==> src/fdcmd_regs.svh <==
// register offsets, field positions, opcodes and reset values of the floppy command block
`ifndef FDCMD_REGS_SVH
`define FDCMD_REGS_SVH
`define FDC_OFS_STA      3'h0
`define FDC_OFS_STB      3'h1
`define FDC_OFS_DOR      3'h2
`define FDC_OFS_TAPE     3'h3
`define FDC_OFS_MSR      3'h4
`define FDC_OFS_FIFO     3'h5
`define FDC_OFS_MODE     3'h6
`define FDC_OFS_DIR      3'h7
`define FDC_OP_SENSEINT  8'h08
`define FDC_OP_SEEK      8'h0f
`define FDC_OP_DUMP      8'h0e
`define FDC_OP_SENSEDRV  8'h04
`define FDC_ST0_INVALID  8'h80
`define FDC_ST0_SEEKEND  8'h20
`define FDC_DUMP_LEN     4'ha
`define FDC_MSR_RQM      7
`define FDC_MSR_DIO      6
`define FDC_MSR_BUSY     4
`define FDC_DS_LO        0
`define FDC_DS_HI        1
`define FDC_HDS_BIT      2
`define FDC_DOR_MOTA     4
`define FDC_DOR_MOTB     5
`define FDC_DOR_DMAEN    3
`define FDC_DOR_RESETN   2
`define FDC_RESET_BYTE   8'h00
`define FDC_STEP_TIME_NS 1000
`define FDC_CLK_NS       10
`endif

==> src/fdcmd_pkg.sv <==
// types shared by the floppy command block
package fdcmd_pkg;
   typedef enum logic [2:0] {
      FD_IDLE, FD_PARAM, FD_EXEC, FD_RESULT
   } fdcmd_state_e;
   typedef logic [7:0] fdcmd_byte_t;
endpackage : fdcmd_pkg

==> src/fdcmd_sync.sv <==
// three-stage synchroniser, change accepted when stages two and three agree
module fdcmd_sync #(
   parameter logic INIT = 1'b1
) (
   input  wire logic MCLK,
   input  wire logic SRST,
   input  wire logic D,
   output logic      Q
);
   logic s1_ff, s2_ff, s3_ff, q_ff;
   always_ff @(posedge MCLK) begin
      if (SRST) begin
         s1_ff <= INIT;
         s2_ff <= INIT;
         s3_ff <= INIT;
         q_ff  <= INIT;
      end else begin
         s1_ff <= D;
         s2_ff <= s1_ff;
         s3_ff <= s2_ff;
         if (s2_ff == s3_ff) begin
            q_ff <= s3_ff;
         end
      end
   end
   assign Q = q_ff;
endmodule : fdcmd_sync

==> src/fdcmd_top.sv <==
// floppy command interpreter with pin status registers
// Functional notes
// [RQ1] sense interrupt opcode 08h returns status byte zero then present cylinder
// [RQ2] seek takes opcode, head/drive byte, cylinder target; steps head; no result
// [RQ3] register dump returns four cylinders, timing, sector count, modes, config, precomp
// [RQ4] sense drive status takes drive byte, returns status byte three
// [RQ5] any invalid opcode returns single status byte zero equal to 80h
// [RQ6] offsets 0..7 decode status A/B, output, tape, main status, fifo, input
// [RQ7] status A bit 7 shows the interrupt output in both modes
// [RQ8] second drive indication: A bit 6 full mode, B bit 7 reduced
// [RQ9] full mode A bit 5 is inverted step output
// [RQ10] full mode A bit 4 is raw track zero input
// [RQ11] full mode A bit 3 inverted head output, bit 2 raw index
// [RQ12] full mode A bit 1 write protect low-true, bit 0 direction inward
// [RQ13] reduced mode A bit 6 dma request, bit 5 inverted latched step
// [RQ14] reduced A bit 4 inverted track zero, bit 3 raw head, bit 2 inverted index
// [RQ15] reduced A bit 1 write protect high-true, bit 0 direction outward
// [RQ16] full mode B bit 5 mirrors output register drive select bit zero
// [RQ17] full mode B bits 4 and 3 toggle on write/read data rising edges
// [RQ18] full mode B bits 2..0 inverted write gate, motor B, motor A
// [RQ19] reduced mode B bits 6,5 raw drive B and A select outputs
// [RQ20] reduced B bits 4..2 inverted latched write data, read data, write gate; bit 4 here stays 0, the write data latch never loads a low level
// [RQ21] reduced B bit 1 low when drive D selected, bit 0 for drive C
// [RQ22] host reads all result bytes before writing the next opcode
//
// Chosen here: the plain strobed port.
`include "fdcmd_regs.svh"
module fdcmd_top #(
   parameter int STEP_NS    = `FDC_STEP_TIME_NS,
   parameter int SETTLE_CYC = 4
) (
   input  wire logic                  MCLK,
   input  wire logic                  SRST,
   input  wire logic [2:0]            ADDR,
   input  wire fdcmd_pkg::fdcmd_byte_t WDATA,
   input  wire logic                  WR,
   input  wire logic                  RD,
   output fdcmd_pkg::fdcmd_byte_t     RDATA,
   input  wire logic                  TRACK_ZERO_N,
   input  wire logic                  INDEX_N,
   input  wire logic                  WRITE_PROT_N,
   input  wire logic                  READ_STREAM_N,
   input  wire logic                  SECOND_DRIVE_PRESENT_N,
   input  wire logic                  DMA_REQ,
   input  wire logic                  WRITE_STREAM_N,
   input  wire logic                  WRITE_GATE_N,
   output logic                       STEP_N,
   output logic                       DIR_IN,
   output logic                       HEAD_N,
   output logic                       MOTOR_ON_A_N,
   output logic                       MOTOR_ON_B_N,
   output logic                       UNIT_PICK_A_N,
   output logic                       UNIT_PICK_B_N,
   output logic                       UNIT_PICK_C_N,
   output logic                       UNIT_PICK_D_N,
   output logic                       IRQ
);
   import fdcmd_pkg::*;

   localparam int STEP_CYC_RAW = STEP_NS / `FDC_CLK_NS;
   localparam int STEP_CYC     = (STEP_CYC_RAW < 1) ? 1 : STEP_CYC_RAW;

   fdcmd_state_e state_ff;

   fdcmd_byte_t  op_ff;
   fdcmd_byte_t  drvsel_ff;
   fdcmd_byte_t  target_ff;
   fdcmd_byte_t  st0_ff;
   fdcmd_byte_t  dor_ff;
   fdcmd_byte_t  tape_ff;
   fdcmd_byte_t  mode_ff;
   fdcmd_byte_t  rdata_ff;

   fdcmd_byte_t  cyl_ff [4];
   fdcmd_byte_t  res_ff [10];

   logic [3:0]   res_cnt_ff;
   logic [3:0]   res_idx_ff;
   logic [1:0]   par_cnt_ff;
   logic [15:0]  step_cnt_ff;

   logic         step_n_ff;
   logic         dir_ff;
   logic         irq_ff;
   logic         head_n_ff;

   logic         step_latch_ff;
   logic         wd_latch_ff;
   logic         rd_latch_ff;
   logic         we_latch_ff;

   logic         wd_tog_ff;
   logic         rd_tog_ff;
   logic         wd_prev_ff;
   logic         rd_prev_ff;
   logic         we_prev_ff;

   // synchronised pin levels, about four cycles behind the pins
   logic         trk0_s;
   logic         idx_s;
   logic         wp_s;
   logic         rdn_s;
   logic         second_drive_present_n_s;
   logic         drq_s;
   logic         wdn_s;
   logic         wen_s;

   fdcmd_sync u_trk0 (.MCLK(MCLK), .SRST(SRST), .D(TRACK_ZERO_N),  .Q(trk0_s));
   fdcmd_sync u_idx  (.MCLK(MCLK), .SRST(SRST), .D(INDEX_N),       .Q(idx_s));
   fdcmd_sync u_wp   (.MCLK(MCLK), .SRST(SRST), .D(WRITE_PROT_N),  .Q(wp_s));
   fdcmd_sync u_rdn  (.MCLK(MCLK), .SRST(SRST), .D(READ_STREAM_N), .Q(rdn_s));
   fdcmd_sync u_second_drive_present_n (.MCLK(MCLK), .SRST(SRST), .D(SECOND_DRIVE_PRESENT_N), .Q(second_drive_present_n_s));
   fdcmd_sync #(.INIT(1'b0)) u_drq (.MCLK(MCLK), .SRST(SRST), .D(DMA_REQ), .Q(drq_s));
   fdcmd_sync u_wdn  (.MCLK(MCLK), .SRST(SRST), .D(WRITE_STREAM_N), .Q(wdn_s));
   fdcmd_sync u_wen  (.MCLK(MCLK), .SRST(SRST), .D(WRITE_GATE_N),  .Q(wen_s));

   wire fifo_wr = WR && (ADDR == `FDC_OFS_FIFO);
   wire fifo_rd = RD && (ADDR == `FDC_OFS_FIFO);
   wire full_mode = mode_ff[0];
   wire [1:0] sel = drvsel_ff[`FDC_DS_HI:`FDC_DS_LO];

   // unit selects from the output register; motor bits gate nothing else here
   wire [3:0] pick_n = ~(4'h1 << dor_ff[1:0]);

   // status byte three for the selected drive: wp, ready, track0, two-side, head, drive
   wire fdcmd_byte_t st3 = {~wp_s, 1'b1, 1'b0, ~trk0_s, 1'b1,
                            drvsel_ff[`FDC_HDS_BIT], sel};

   // command sequencer
   always_ff @(posedge MCLK) begin
      if (SRST) begin
         state_ff   <= FD_IDLE;
         op_ff      <= `FDC_RESET_BYTE;
         drvsel_ff  <= `FDC_RESET_BYTE;
         target_ff  <= `FDC_RESET_BYTE;
         par_cnt_ff <= 2'h0;
         res_cnt_ff <= 4'h0;
         res_idx_ff <= 4'h0;
         for (int i = 0; i < 10; i++) begin
            res_ff[i] <= `FDC_RESET_BYTE;
         end
      end else begin
         unique case (state_ff)
            FD_IDLE: begin
               if (fifo_wr) begin
                  op_ff      <= WDATA;
                  par_cnt_ff <= 2'h0;
                  res_idx_ff <= 4'h0;
                  if (WDATA == `FDC_OP_SENSEINT) begin
                     res_ff[0]  <= st0_ff;                       // [RQ1]
                     res_ff[1]  <= cyl_ff[sel];                  // [RQ1]
                     res_cnt_ff <= 4'h2;
                     state_ff   <= FD_RESULT;
                  end else if (WDATA == `FDC_OP_DUMP) begin
                     res_ff[0]  <= cyl_ff[0];                    // [RQ3]
                     res_ff[1]  <= cyl_ff[1];
                     res_ff[2]  <= cyl_ff[2];
                     res_ff[3]  <= cyl_ff[3];
                     res_ff[4]  <= `FDC_RESET_BYTE;              // step rate / unload
                     res_ff[5]  <= `FDC_RESET_BYTE;              // load time / non-dma
                     res_ff[6]  <= `FDC_RESET_BYTE;              // sector count
                     res_ff[7]  <= `FDC_RESET_BYTE;              // lock and perpendicular
                     res_ff[8]  <= `FDC_RESET_BYTE;              // configuration flags
                     res_ff[9]  <= `FDC_RESET_BYTE;              // precomp track
                     res_cnt_ff <= `FDC_DUMP_LEN;
                     state_ff   <= FD_RESULT;
                  end else if (WDATA == `FDC_OP_SEEK || WDATA == `FDC_OP_SENSEDRV) begin
                     state_ff <= FD_PARAM;                       // [RQ2] [RQ4]
                  end else begin
                     res_ff[0]  <= `FDC_ST0_INVALID;             // [RQ5]
                     res_cnt_ff <= 4'h1;
                     state_ff   <= FD_RESULT;
                  end
               end
            end
            FD_PARAM: begin
               if (fifo_wr) begin
                  par_cnt_ff <= par_cnt_ff + 2'h1;
                  if (par_cnt_ff == 2'h0) begin
                     drvsel_ff <= WDATA;
                     if (op_ff == `FDC_OP_SENSEDRV) begin
                        state_ff <= FD_EXEC;
                     end
                  end else begin
                     target_ff <= WDATA;                         // [RQ2]
                     state_ff  <= FD_EXEC;
                  end
               end
            end
            FD_EXEC: begin
               if (op_ff == `FDC_OP_SENSEDRV) begin
                  res_ff[0]  <= st3;                             // [RQ4]
                  res_cnt_ff <= 4'h1;
                  state_ff   <= FD_RESULT;
               end else if (cyl_ff[sel] == target_ff && step_cnt_ff == 16'h0) begin
                  state_ff <= FD_IDLE;                           // [RQ2]
               end
            end
            FD_RESULT: begin
               // a write here breaks host ordering; it is ignored
               if (fifo_rd) begin                                // [RQ22]
                  res_idx_ff <= res_idx_ff + 4'h1;
                  if (res_idx_ff + 4'h1 == res_cnt_ff) begin
                     state_ff <= FD_IDLE;
                  end
               end
            end
            default: state_ff <= FD_IDLE;
         endcase
      end
   end

   // head stepping: one low pulse per cylinder, then a settle gap
   always_ff @(posedge MCLK) begin
      if (SRST) begin
         step_cnt_ff <= 16'h0;
         step_n_ff   <= 1'b1;
         dir_ff      <= 1'b0;
         head_n_ff   <= 1'b1;
         for (int i = 0; i < 4; i++) begin
            cyl_ff[i] <= `FDC_RESET_BYTE;
         end
      end else if (state_ff == FD_EXEC && op_ff == `FDC_OP_SEEK) begin
         head_n_ff <= ~drvsel_ff[`FDC_HDS_BIT];
         if (step_cnt_ff != 16'h0) begin
            step_cnt_ff <= step_cnt_ff - 16'h1;
            if (step_cnt_ff == 16'(SETTLE_CYC)) begin
               step_n_ff <= 1'b1;
            end
         end else if (cyl_ff[sel] != target_ff) begin
            dir_ff      <= (target_ff > cyl_ff[sel]);            // [RQ2]
            step_n_ff   <= 1'b0;
            // pin stays low while the count is at or above SETTLE_CYC: STEP_CYC cycles
            step_cnt_ff <= 16'(STEP_CYC + SETTLE_CYC - 1);
            if (target_ff > cyl_ff[sel]) begin
               cyl_ff[sel] <= cyl_ff[sel] + 8'h1;
            end else begin
               cyl_ff[sel] <= cyl_ff[sel] - 8'h1;
            end
         end
      end
   end

   // seek-end status and interrupt; writing the sense interrupt opcode clears it
   always_ff @(posedge MCLK) begin
      if (SRST) begin
         st0_ff <= `FDC_RESET_BYTE;
         irq_ff <= 1'b0;
      end else if (state_ff == FD_EXEC && op_ff == `FDC_OP_SEEK
                   && cyl_ff[sel] == target_ff && step_cnt_ff == 16'h0) begin
         st0_ff <= `FDC_ST0_SEEKEND | {5'h0, drvsel_ff[2:0]};
         irq_ff <= 1'b1;                                         // set wins over clear
      end else if (state_ff == FD_IDLE && fifo_wr && WDATA == `FDC_OP_SENSEINT) begin
         irq_ff <= 1'b0;
      end
   end

   // software registers: output, tape, status mode
   always_ff @(posedge MCLK) begin
      if (SRST) begin
         dor_ff  <= `FDC_RESET_BYTE;
         tape_ff <= `FDC_RESET_BYTE;
         mode_ff <= 8'h01;
      end else if (WR) begin
         if (ADDR == `FDC_OFS_DOR) dor_ff <= WDATA;              // [RQ6]
         if (ADDR == `FDC_OFS_TAPE) tape_ff <= {6'h0, WDATA[1:0]};
         if (ADDR == `FDC_OFS_MODE) mode_ff <= {7'h0, WDATA[0]};
      end
   end

   // edge toggles and latches of drive signals
   always_ff @(posedge MCLK) begin
      if (SRST) begin
         wd_prev_ff <= 1'b1;
         rd_prev_ff <= 1'b1;
         we_prev_ff <= 1'b1;
         wd_tog_ff  <= 1'b0;
         rd_tog_ff  <= 1'b0;
         wd_latch_ff <= 1'b1;
         rd_latch_ff <= 1'b1;
         we_latch_ff <= 1'b1;
         step_latch_ff <= 1'b1;
      end else begin
         wd_prev_ff <= wdn_s;
         rd_prev_ff <= rdn_s;
         we_prev_ff <= wen_s;
         if (wdn_s && !wd_prev_ff) begin
            wd_tog_ff   <= ~wd_tog_ff;                           // [RQ17]
            wd_latch_ff <= wdn_s;                                // [RQ20]
         end
         if (rdn_s && !rd_prev_ff) rd_tog_ff <= ~rd_tog_ff;      // [RQ17]
         // read and write gate latches catch the active level until a status B read; the step latch until a status A read
         if (!rdn_s) rd_latch_ff <= 1'b0;
         else if (RD && ADDR == `FDC_OFS_STB) rd_latch_ff <= 1'b1;
         if (!wen_s) we_latch_ff <= 1'b0;
         else if (RD && ADDR == `FDC_OFS_STB) we_latch_ff <= 1'b1;
         if (!step_n_ff) step_latch_ff <= 1'b0;                  // [RQ13]
         else if (RD && ADDR == `FDC_OFS_STA) step_latch_ff <= 1'b1;
      end
   end

   wire fdcmd_byte_t sta_full = {irq_ff, second_drive_present_n_s, ~step_n_ff, trk0_s,          // [RQ7] [RQ8] [RQ9] [RQ10]
                                 ~head_n_ff, idx_s, wp_s, dir_ff};             // [RQ11] [RQ12]
   wire fdcmd_byte_t sta_red  = {irq_ff, drq_s, ~step_latch_ff, ~trk0_s,      // [RQ13] [RQ14]
                                 head_n_ff, ~idx_s, ~wp_s, ~dir_ff};           // [RQ15]
   wire fdcmd_byte_t stb_full = {2'b11, dor_ff[0], wd_tog_ff, rd_tog_ff,      // [RQ16] [RQ17]
                                 ~wen_s, ~MOTOR_ON_B_N, ~MOTOR_ON_A_N};        // [RQ18]
   wire fdcmd_byte_t stb_red  = {second_drive_present_n_s, pick_n[1], pick_n[0], ~wd_latch_ff,  // [RQ8] [RQ19]
                                 ~rd_latch_ff, ~we_latch_ff,                   // [RQ20]
                                 pick_n[3], pick_n[2]};                        // [RQ21]
   wire fdcmd_byte_t msr = {state_ff != FD_EXEC, state_ff == FD_RESULT, 1'b0,
                            state_ff != FD_IDLE, 4'h0};

   // read port, data valid the cycle after the strobe
   always_ff @(posedge MCLK) begin
      if (SRST) begin
         rdata_ff <= `FDC_RESET_BYTE;
      end else if (RD) begin
         unique case (ADDR)                                      // [RQ6]
            `FDC_OFS_STA:  rdata_ff <= full_mode ? sta_full : sta_red;
            `FDC_OFS_STB:  rdata_ff <= full_mode ? stb_full : stb_red;
            `FDC_OFS_TAPE: rdata_ff <= tape_ff;
            `FDC_OFS_MSR:  rdata_ff <= msr;
            `FDC_OFS_FIFO: rdata_ff <= (state_ff == FD_RESULT) ? res_ff[res_idx_ff] : 8'h00;
            `FDC_OFS_MODE: rdata_ff <= mode_ff;
            `FDC_OFS_DIR:  rdata_ff <= 8'h7f;
            default:       rdata_ff <= 8'h00;
         endcase
      end else begin
         rdata_ff <= 8'h00;
      end
   end

   assign RDATA         = rdata_ff;
   assign STEP_N        = step_n_ff;
   assign DIR_IN        = dir_ff;
   assign HEAD_N        = head_n_ff;
   assign MOTOR_ON_A_N  = ~dor_ff[`FDC_DOR_MOTA];
   assign MOTOR_ON_B_N  = ~dor_ff[`FDC_DOR_MOTB];
   assign UNIT_PICK_A_N = pick_n[0];
   assign UNIT_PICK_B_N = pick_n[1];
   assign UNIT_PICK_C_N = pick_n[2];
   assign UNIT_PICK_D_N = pick_n[3];
   assign IRQ           = irq_ff;
endmodule : fdcmd_top

==> config.mk <==
export PLATFORM = sky130hd
export DESIGN_NAME = fdcmd_top
export DESIGN_NICKNAME = d
export VERILOG_FILES = /design/src/fdcmd_pkg.sv /design/src/fdcmd_sync.sv /design/src/fdcmd_top.sv
export VERILOG_INCLUDE_DIRS = /design/src /design/src/src
export SDC_FILE = /design/constraint.sdc
export NUM_CORES = 1
export LEC_CHECK = 0
export BUFFER_PORTS_ARGS = -buffer_cell sky130_fd_sc_hd__buf_4
export CAP_MARGIN = 10
export CORE_MARGIN = 3
export CORE_UTILIZATION = 45
export DETAILED_ROUTE_END_ITERATION = 6
export SKIP_LAST_GASP = 1
export SYNTH_ARGS = -nofsm -noshare
export SYNTH_HDL_FRONTEND = slang
export SYNTH_HIERARCHICAL = 1
export SYNTH_SLANG_ARGS = --single-unit
==> constraint.sdc <==
create_clock -name MCLK -period 6.4 [get_ports MCLK]
set_input_delay 0.64 -clock MCLK [delete_from_list [all_inputs] [get_ports MCLK]]
set_output_delay 0.64 -clock MCLK [all_outputs]
set_load 0.05 [all_outputs]
-- Word level (Yosys, flattened, before mapping)
Memories as Yosys holds them, arrays and structs flattened. A register that Yosys moved wholly into a read port is not among the register bits.
Index checks and enable logic that the tools add are counted.
- flip-flop bits (word level): 113
- RAM bits: 112
- memories: 2
- output and inout port bits: 18
- logic and storage cells: 281
- memories (name ; depth ; width ; read ports ; clocked after Yosys merged registers in ; wr ports ; RTL line ; text):
    res_ff ; 10 ; 8 ; 1 ; 1 ; 10 ; fdcmd_top.sv:75 ; fdcmd_byte_t res_ff [10];
    cyl_ff ; 4 ; 8 ; 5 ; 1 ; 4 ; fdcmd_top.sv:74 ; fdcmd_byte_t cyl_ff [4];
- bitwise gates (word level): 35
- order comparisons: 1
- $add $sub $neg: 5
- reductions and logical operators: 41
- multiplexer cells: 98
- equality and inequality tests: 41
- shift-type cells: 1
- operators by type and width (cell ; count):
    $mux 8 ; 18
    $pmux 8 s7 ; 1
    $mux 1 ; 47
    $mux 4 ; 9
    $eq 8x4->1 const B ; 4
    $mux 16 ; 2
    $mux 3 ; 8
    $not 1->1 ; 19
    $reduce_and 3->1 ; 6
    $eq 16x3->1 const B ; 1
    $eq 8x3->1 const B ; 2
    $logic_not 16->1 ; 1
    $mux 2 ; 8
    $pmux 4 s2 ; 2
    $reduce_bool 16->1 ; 1
    $sub 16x1->16 const B ; 1
    $or 1x1->1 ; 15
    $eq 3x2->1 const B ; 4
    $eq 3x3->1 const B ; 4
    $logic_and 1x1->1 ; 12
    $ne 2x2->1 const B ; 6
    $pmux 3 s4 ; 1
    $reduce_and 2->1 ; 5
    $reduce_bool 2->1 ; 5
    27 further kinds ; 40

-- Logic depth before layout (Yosys ltp)
- depth after elaboration: 11
- mapped depth: 16
- depth with buffers taken out: 15

-- By module
The synthesis kept the hierarchy.
- modules (own cells, without submodules) (module ; area an instance (um^2) ; cells an instance ; instances ; seq. area each (um^2)):
    fdcmd_top ; 7154.4 ; 716 ; 1 ; 3583.4
    fdcmd_sync at u_idx ... ; 115.1 ; 10 ; 7 ; 80.1
    fdcmd_sync at u_drq ; 112.6 ; 10 ; 1 ; 80.1

-- Worst setup path after synthesis
No wires, ideal clock.
- path type: register -> register
- from: register (tool-made name)
- to: memory cyl_ff[0][7] in the netlist's numbering, data pin
- path slack: 2301 ps
- path buffers: 1
- stages on the path, launching flop included: 15
- data required time: 6145 ps
- library setup time: 255 ps
- period minus slack after synthesis: 4099 ps
- arrival: 3843 ps
- path through: dfxtp_1 -> buf_1 -> mux4_2 -> inv_1 -> ha_1 -> nand4_1 -> nor2_1 -> nor4_4 -> nor4b_4 -> ha_1 -> a21oi_1 -> a41oi_1 -> a31oi_1 -> xnor3_1 -> and3_1
- RTL lines (item ; RTL line):
    end, declared ; fdcmd_top.sv:74

==> Flow_metrics.wiki <==
{| class="wikitable"
! Metric !! Value
|-
| TritonCTS clock tree || done
|-
| Max Buffers Root-to-Sink || 2
|-
| Number of antenna violations at the first check in global routing || 0
|-
| Maximum level of the CTS H-tree || 4
|-
| Highest routing layer actually used || met4
|-
| Largest net degree at the start of global routing || 47
|-
| Hold-fix buffers at CTS || 0
|-
| Post-detailed-route DRC marker count || 0
|-
| Iteration-0 DRC Markers || 302
|-
| Wire length after detailed routing || 19,400 um
|-
| Wirelength per Cell || 18.2 um
|-
| Final Hold Violating Endpoints || 0
|-
| Count of buffers added by post-CTS timing repair for setup || 0
|-
| TritonCTS Buffers || 17
|-
| Max-cap violation count || 0
|-
| Number of inserted filler cells in the final layout || 1,577
|-
| Count of instances resized after the clock tree is built || 0
|-
| Minimum period implied by the final worst setup slack || 4980 ps
|-
| Worst-case headroom to the max-slew limit || 0.224
|-
| DIE HEIGHT || 140 um
|-
| Number of enable-type register cells in the synthesized netlist || 64
|-
| Clock Sink Count || 179
|-
| Number of antenna-violating nets in the routed design || 0
|-
| Overall routing resource usage || 0.201
|-
| Wire length on met1 || 9140 um
|-
| Top post-synthesis cells by count || 115 x sky130_fd_sc_hd__dfxtp_1, 85 x sky130_fd_sc_hd__nor2_1, 80 x sky130_fd_sc_hd__nand2_1
|-
| Transition time at the pin with the least slew margin || 1150 ps
|-
| Std-Cell Rows || 48
|-
| Remaining global-route overflow || 0
|-
| Fraction of the yosys area taken by sequential cells || 0.523
|-
| Worst supply voltage drop on vdd || 0.190 mV
|-
| Leakage power summed over all cells || 3.54 nW
|-
| Critical path peak fanout || 24
|-
| Met3 routed WL || 876 um
|-
| Power per Cell Area || 267 nW/um2
|-
| Initial cell density of the core || 0.464
|-
| First-pass GRT wire length || 31,200 um
|-
| Required time worst endpoint || 6580 ps
|-
| Signal arrival time at the worst endpoint || 5160 ps
|-
| Die span in x || 140 um
|-
| Root buffer cell || sky130_fd_sc_hd__clkbuf_16
|-
| Die area || 19,600 um2
|-
| Via count of the first global-routing pass || 5,830
|-
| Most numerous cell in the Yosys netlist || sky130_fd_sc_hd__dfxtp_1
|-
| Final Power || 2.45 mW
|-
| Worst setup path class || reg -> reg
|-
| Min-delay worst type || in -> reg
|-
| Top post-synthesis cells by area || sky130_fd_sc_hd__dfxtp_1 29%, sky130_fd_sc_hd__edfxtp_1 24%, sky130_fd_sc_hd__mux4_2 4.2%
|-
| Gate count after technology mapping || 796
|-
| Sequential cell area || 4220 um2
|-
| DP HPWL || 14,200 um
|-
| Post-synthesis cell type count || 67
|-
| Port buffer count || 40
|-
| Most used flip-flop cell after synthesis || sky130_fd_sc_hd__dfxtp_1
|-
| Fraction of synthesized cell area taken by the top area cell type || 0.285
|-
| Share of flip-flops with an asynchronous set or reset after synthesis || 0
|-
| Clock transition time at the flip-flop clock pins of the worst setup and hold paths || 70 ps
|-
| Slew Limit Fails || 0
|-
| # nets final || 867
|-
| Weighted congestion at the end of routability-driven global placement || 0.939
|-
| Via Count || 5,914
|-
| Ratio of cells with drive above 1 in the final layout || 0.130
|-
| Post-route core utilization || 0.527
|-
| RSZ-0062 raised after global routing || false
|-
| Total of warnings raised by yosys || 6
|-
| Number of register bits inferred by synthesis || 179
|-
| Post-synthesis area per instance || 10.1 um2
|-
| Netlist Area Pre-Place || 8070 um2
|-
| Worst clock skew || 14.9 ps
|-
| Ratio of final minimum period to clock period || 0.777
|-
| Library cell with the largest summed area after synthesis || sky130_fd_sc_hd__dfxtp_1
|-
| Total iterations of the first detailed-routing run || 5
|-
| Combined area of the multi-input logic cells || 3600 um2
|-
| Status || complete, no violations
|-
| Area growth from synthesis to final layout || 13.8%
|-
| Ratio of routed vias to standard cells || 5.56
|-
| Setup crit start kind || flip-flop
|-
| Final setup TNS || 0 ps
|-
| Number of top-level design ports || 41
|-
| Clock insertion delay at the later pin of the skew report || 430 ps
|-
| Final number of setup-violating endpoints || 0
|-
| Total nets after synthesis || 837
|-
| Max Clk Rate || 0.201 GHz
|-
| Met2 Wirelength || 8860 um
|-
| Core outline area || 17,400 um2
|-
| Setup crit end kind || flip-flop
|-
| Number of antenna repair diodes || 0
|}
-- layer usage --
metal | vias up | global-route usage
li1 | 2888 | -
met1 | 2844 | 0.272
met2 | 154 | 0.317
met3 | 28 | 0.0447
met4 | 0 | 0.0796
met5 | - | 0
-- metrics by stage --
step | setup slack [ps] | instance area [um2] | cells | hold WS (ps)
6_report | 1420 | 9190 | 1064 | 394
5_1_grt | 991 | 9190 | 1064 | 386
4_1_cts | 1420 | 9190 | 1064 | 376
3_5_place_dp | 1480 | 8580 | 1032 | 394
3_3_place_gp | 1580 | 8580 | 1032 | 393
2_1_floorplan | 2300 | 8070 | 796 | 385
-- state kept, by name, indices dropped and copies added (netlist names), 2 cells and up, named ones only --
register / cells
drvsel_ff: 3
res_ff: 32
st0_ff: 4
res_cnt_ff: 3
par_cnt_ff: 2
res_idx_ff: 4
op_ff: 8
target_ff: 8
step_cnt_ff: 16
cyl_ff: 32
RDATA: 8
state_ff: 2
dor_ff: 4
tape_ff: 2
-- final timing paths --
| check | endpoint | depth (start not counted) | slack (ps) | start |
|---|---|---|---|---|
| setup / recovery | cyl_ff[2][7] | 13 | 1420 | flip-flop |
| hold / removal | u_rdn/s1_ff | 2 | 390 | READ_STREAM_N |
| setup reg to reg | cyl_ff[2][7] | 13 | 1420 | flip-flop |
| hold reg to reg | u_wp/s2_ff | 1 | 410 | u_wp/s1_ff |
-- cell usage in the layout, fill, tap and decap left out, types with 3 or more instances in the layout --
master                      count
sky130_fd_sc_hd__xnor2_1        8
sky130_fd_sc_hd__and2_1        22
sky130_fd_sc_hd__clkbuf_16     18
sky130_fd_sc_hd__and3b_1        3
sky130_fd_sc_hd__nand4b_1       5
sky130_fd_sc_hd__and3_1        18
sky130_fd_sc_hd__nor3_1        16
sky130_fd_sc_hd__a21oi_1       61
sky130_fd_sc_hd__or3_1          7
sky130_fd_sc_hd__a22oi_1        4
sky130_fd_sc_hd__edfxtp_1      64
sky130_fd_sc_hd__clkinv_2       3
sky130_fd_sc_hd__o21bai_1       8
sky130_fd_sc_hd__or4_1          4
sky130_fd_sc_hd__nor2b_1       14
sky130_fd_sc_hd__o21ai_0       26
sky130_fd_sc_hd__or2_1         21
sky130_fd_sc_hd__nand3_1       15
sky130_fd_sc_hd__dfxtp_1      115
sky130_fd_sc_hd__a211oi_1       6
sky130_fd_sc_hd__a31oi_1        7
sky130_fd_sc_hd__o211ai_1       4
sky130_fd_sc_hd__o31ai_1        3
sky130_fd_sc_hd__nor4_1         5
sky130_fd_sc_hd__nor4b_1        3
sky130_fd_sc_hd__mux2i_1       28
sky130_fd_sc_hd__nor2_1        85
sky130_fd_sc_hd__nand2b_1       7
sky130_fd_sc_hd__inv_1         27
sky130_fd_sc_hd__xor2_1        13
sky130_fd_sc_hd__nand2_1       80
sky130_fd_sc_hd__buf_4         48
sky130_fd_sc_hd__ha_1          17
sky130_fd_sc_hd__nand4_1        5
sky130_fd_sc_hd__mux4_2        15
sky130_fd_sc_hd__or2_2          4
-- where the power goes --
part	internal, mW	leakage [nW]	switching (mW)	total, mW
Combinational	0.0556	1.65	0.0981	0.154
Sequential	1.21	1.59	0.0274	1.23
Clock	0.624	0.300	0.438	1.06
Total	1.89	3.54	0.563	2.45
-- final cells by class --
type                            count  area share
Tap cell                          225      0.0306
Clock inverter                     10      0.0131
Clock buffer                       22      0.0530
Multi-Input combinational cell    551       0.392
Sequential cell                   179       0.460
Inverter                           29      0.0119
Timing Repair Buffer               48      0.0392
-- worst max-delay path: stages, from the launching register on --
cell	delay [ps]
sky130_fd_sc_hd__dfxtp_1	700
sky130_fd_sc_hd__mux4_2	630
sky130_fd_sc_hd__inv_1	80
sky130_fd_sc_hd__ha_1	250
sky130_fd_sc_hd__nand4_1	120
sky130_fd_sc_hd__nor2_1	170
sky130_fd_sc_hd__nor4_4	680
sky130_fd_sc_hd__nor4b_4	620
sky130_fd_sc_hd__ha_1	400
sky130_fd_sc_hd__a21oi_1	190
sky130_fd_sc_hd__a41oi_1	170
sky130_fd_sc_hd__a31oi_1	220
sky130_fd_sc_hd__xnor3_1	290
sky130_fd_sc_hd__and3_1	210
-- cells by family (layout without fill, tap and decap cells) --
group | count (synthesis) | count (layout) | synth area share
AOI/OAI and AO/OA | 139 | 139 | 0.103
xor gates and xnor gates | 22 | 22 | 0.0256
adders and majority gates | 18 | 18 | 0.0288
buffers and inverters | 66 | 109 | 0.0310
DFF | 179 | 179 | 0.523
muxes | 45 | 45 | 0.0794
and+or+nand+nor | 327 | 327 | 0.209
Power figures use the tool's default switching activity.
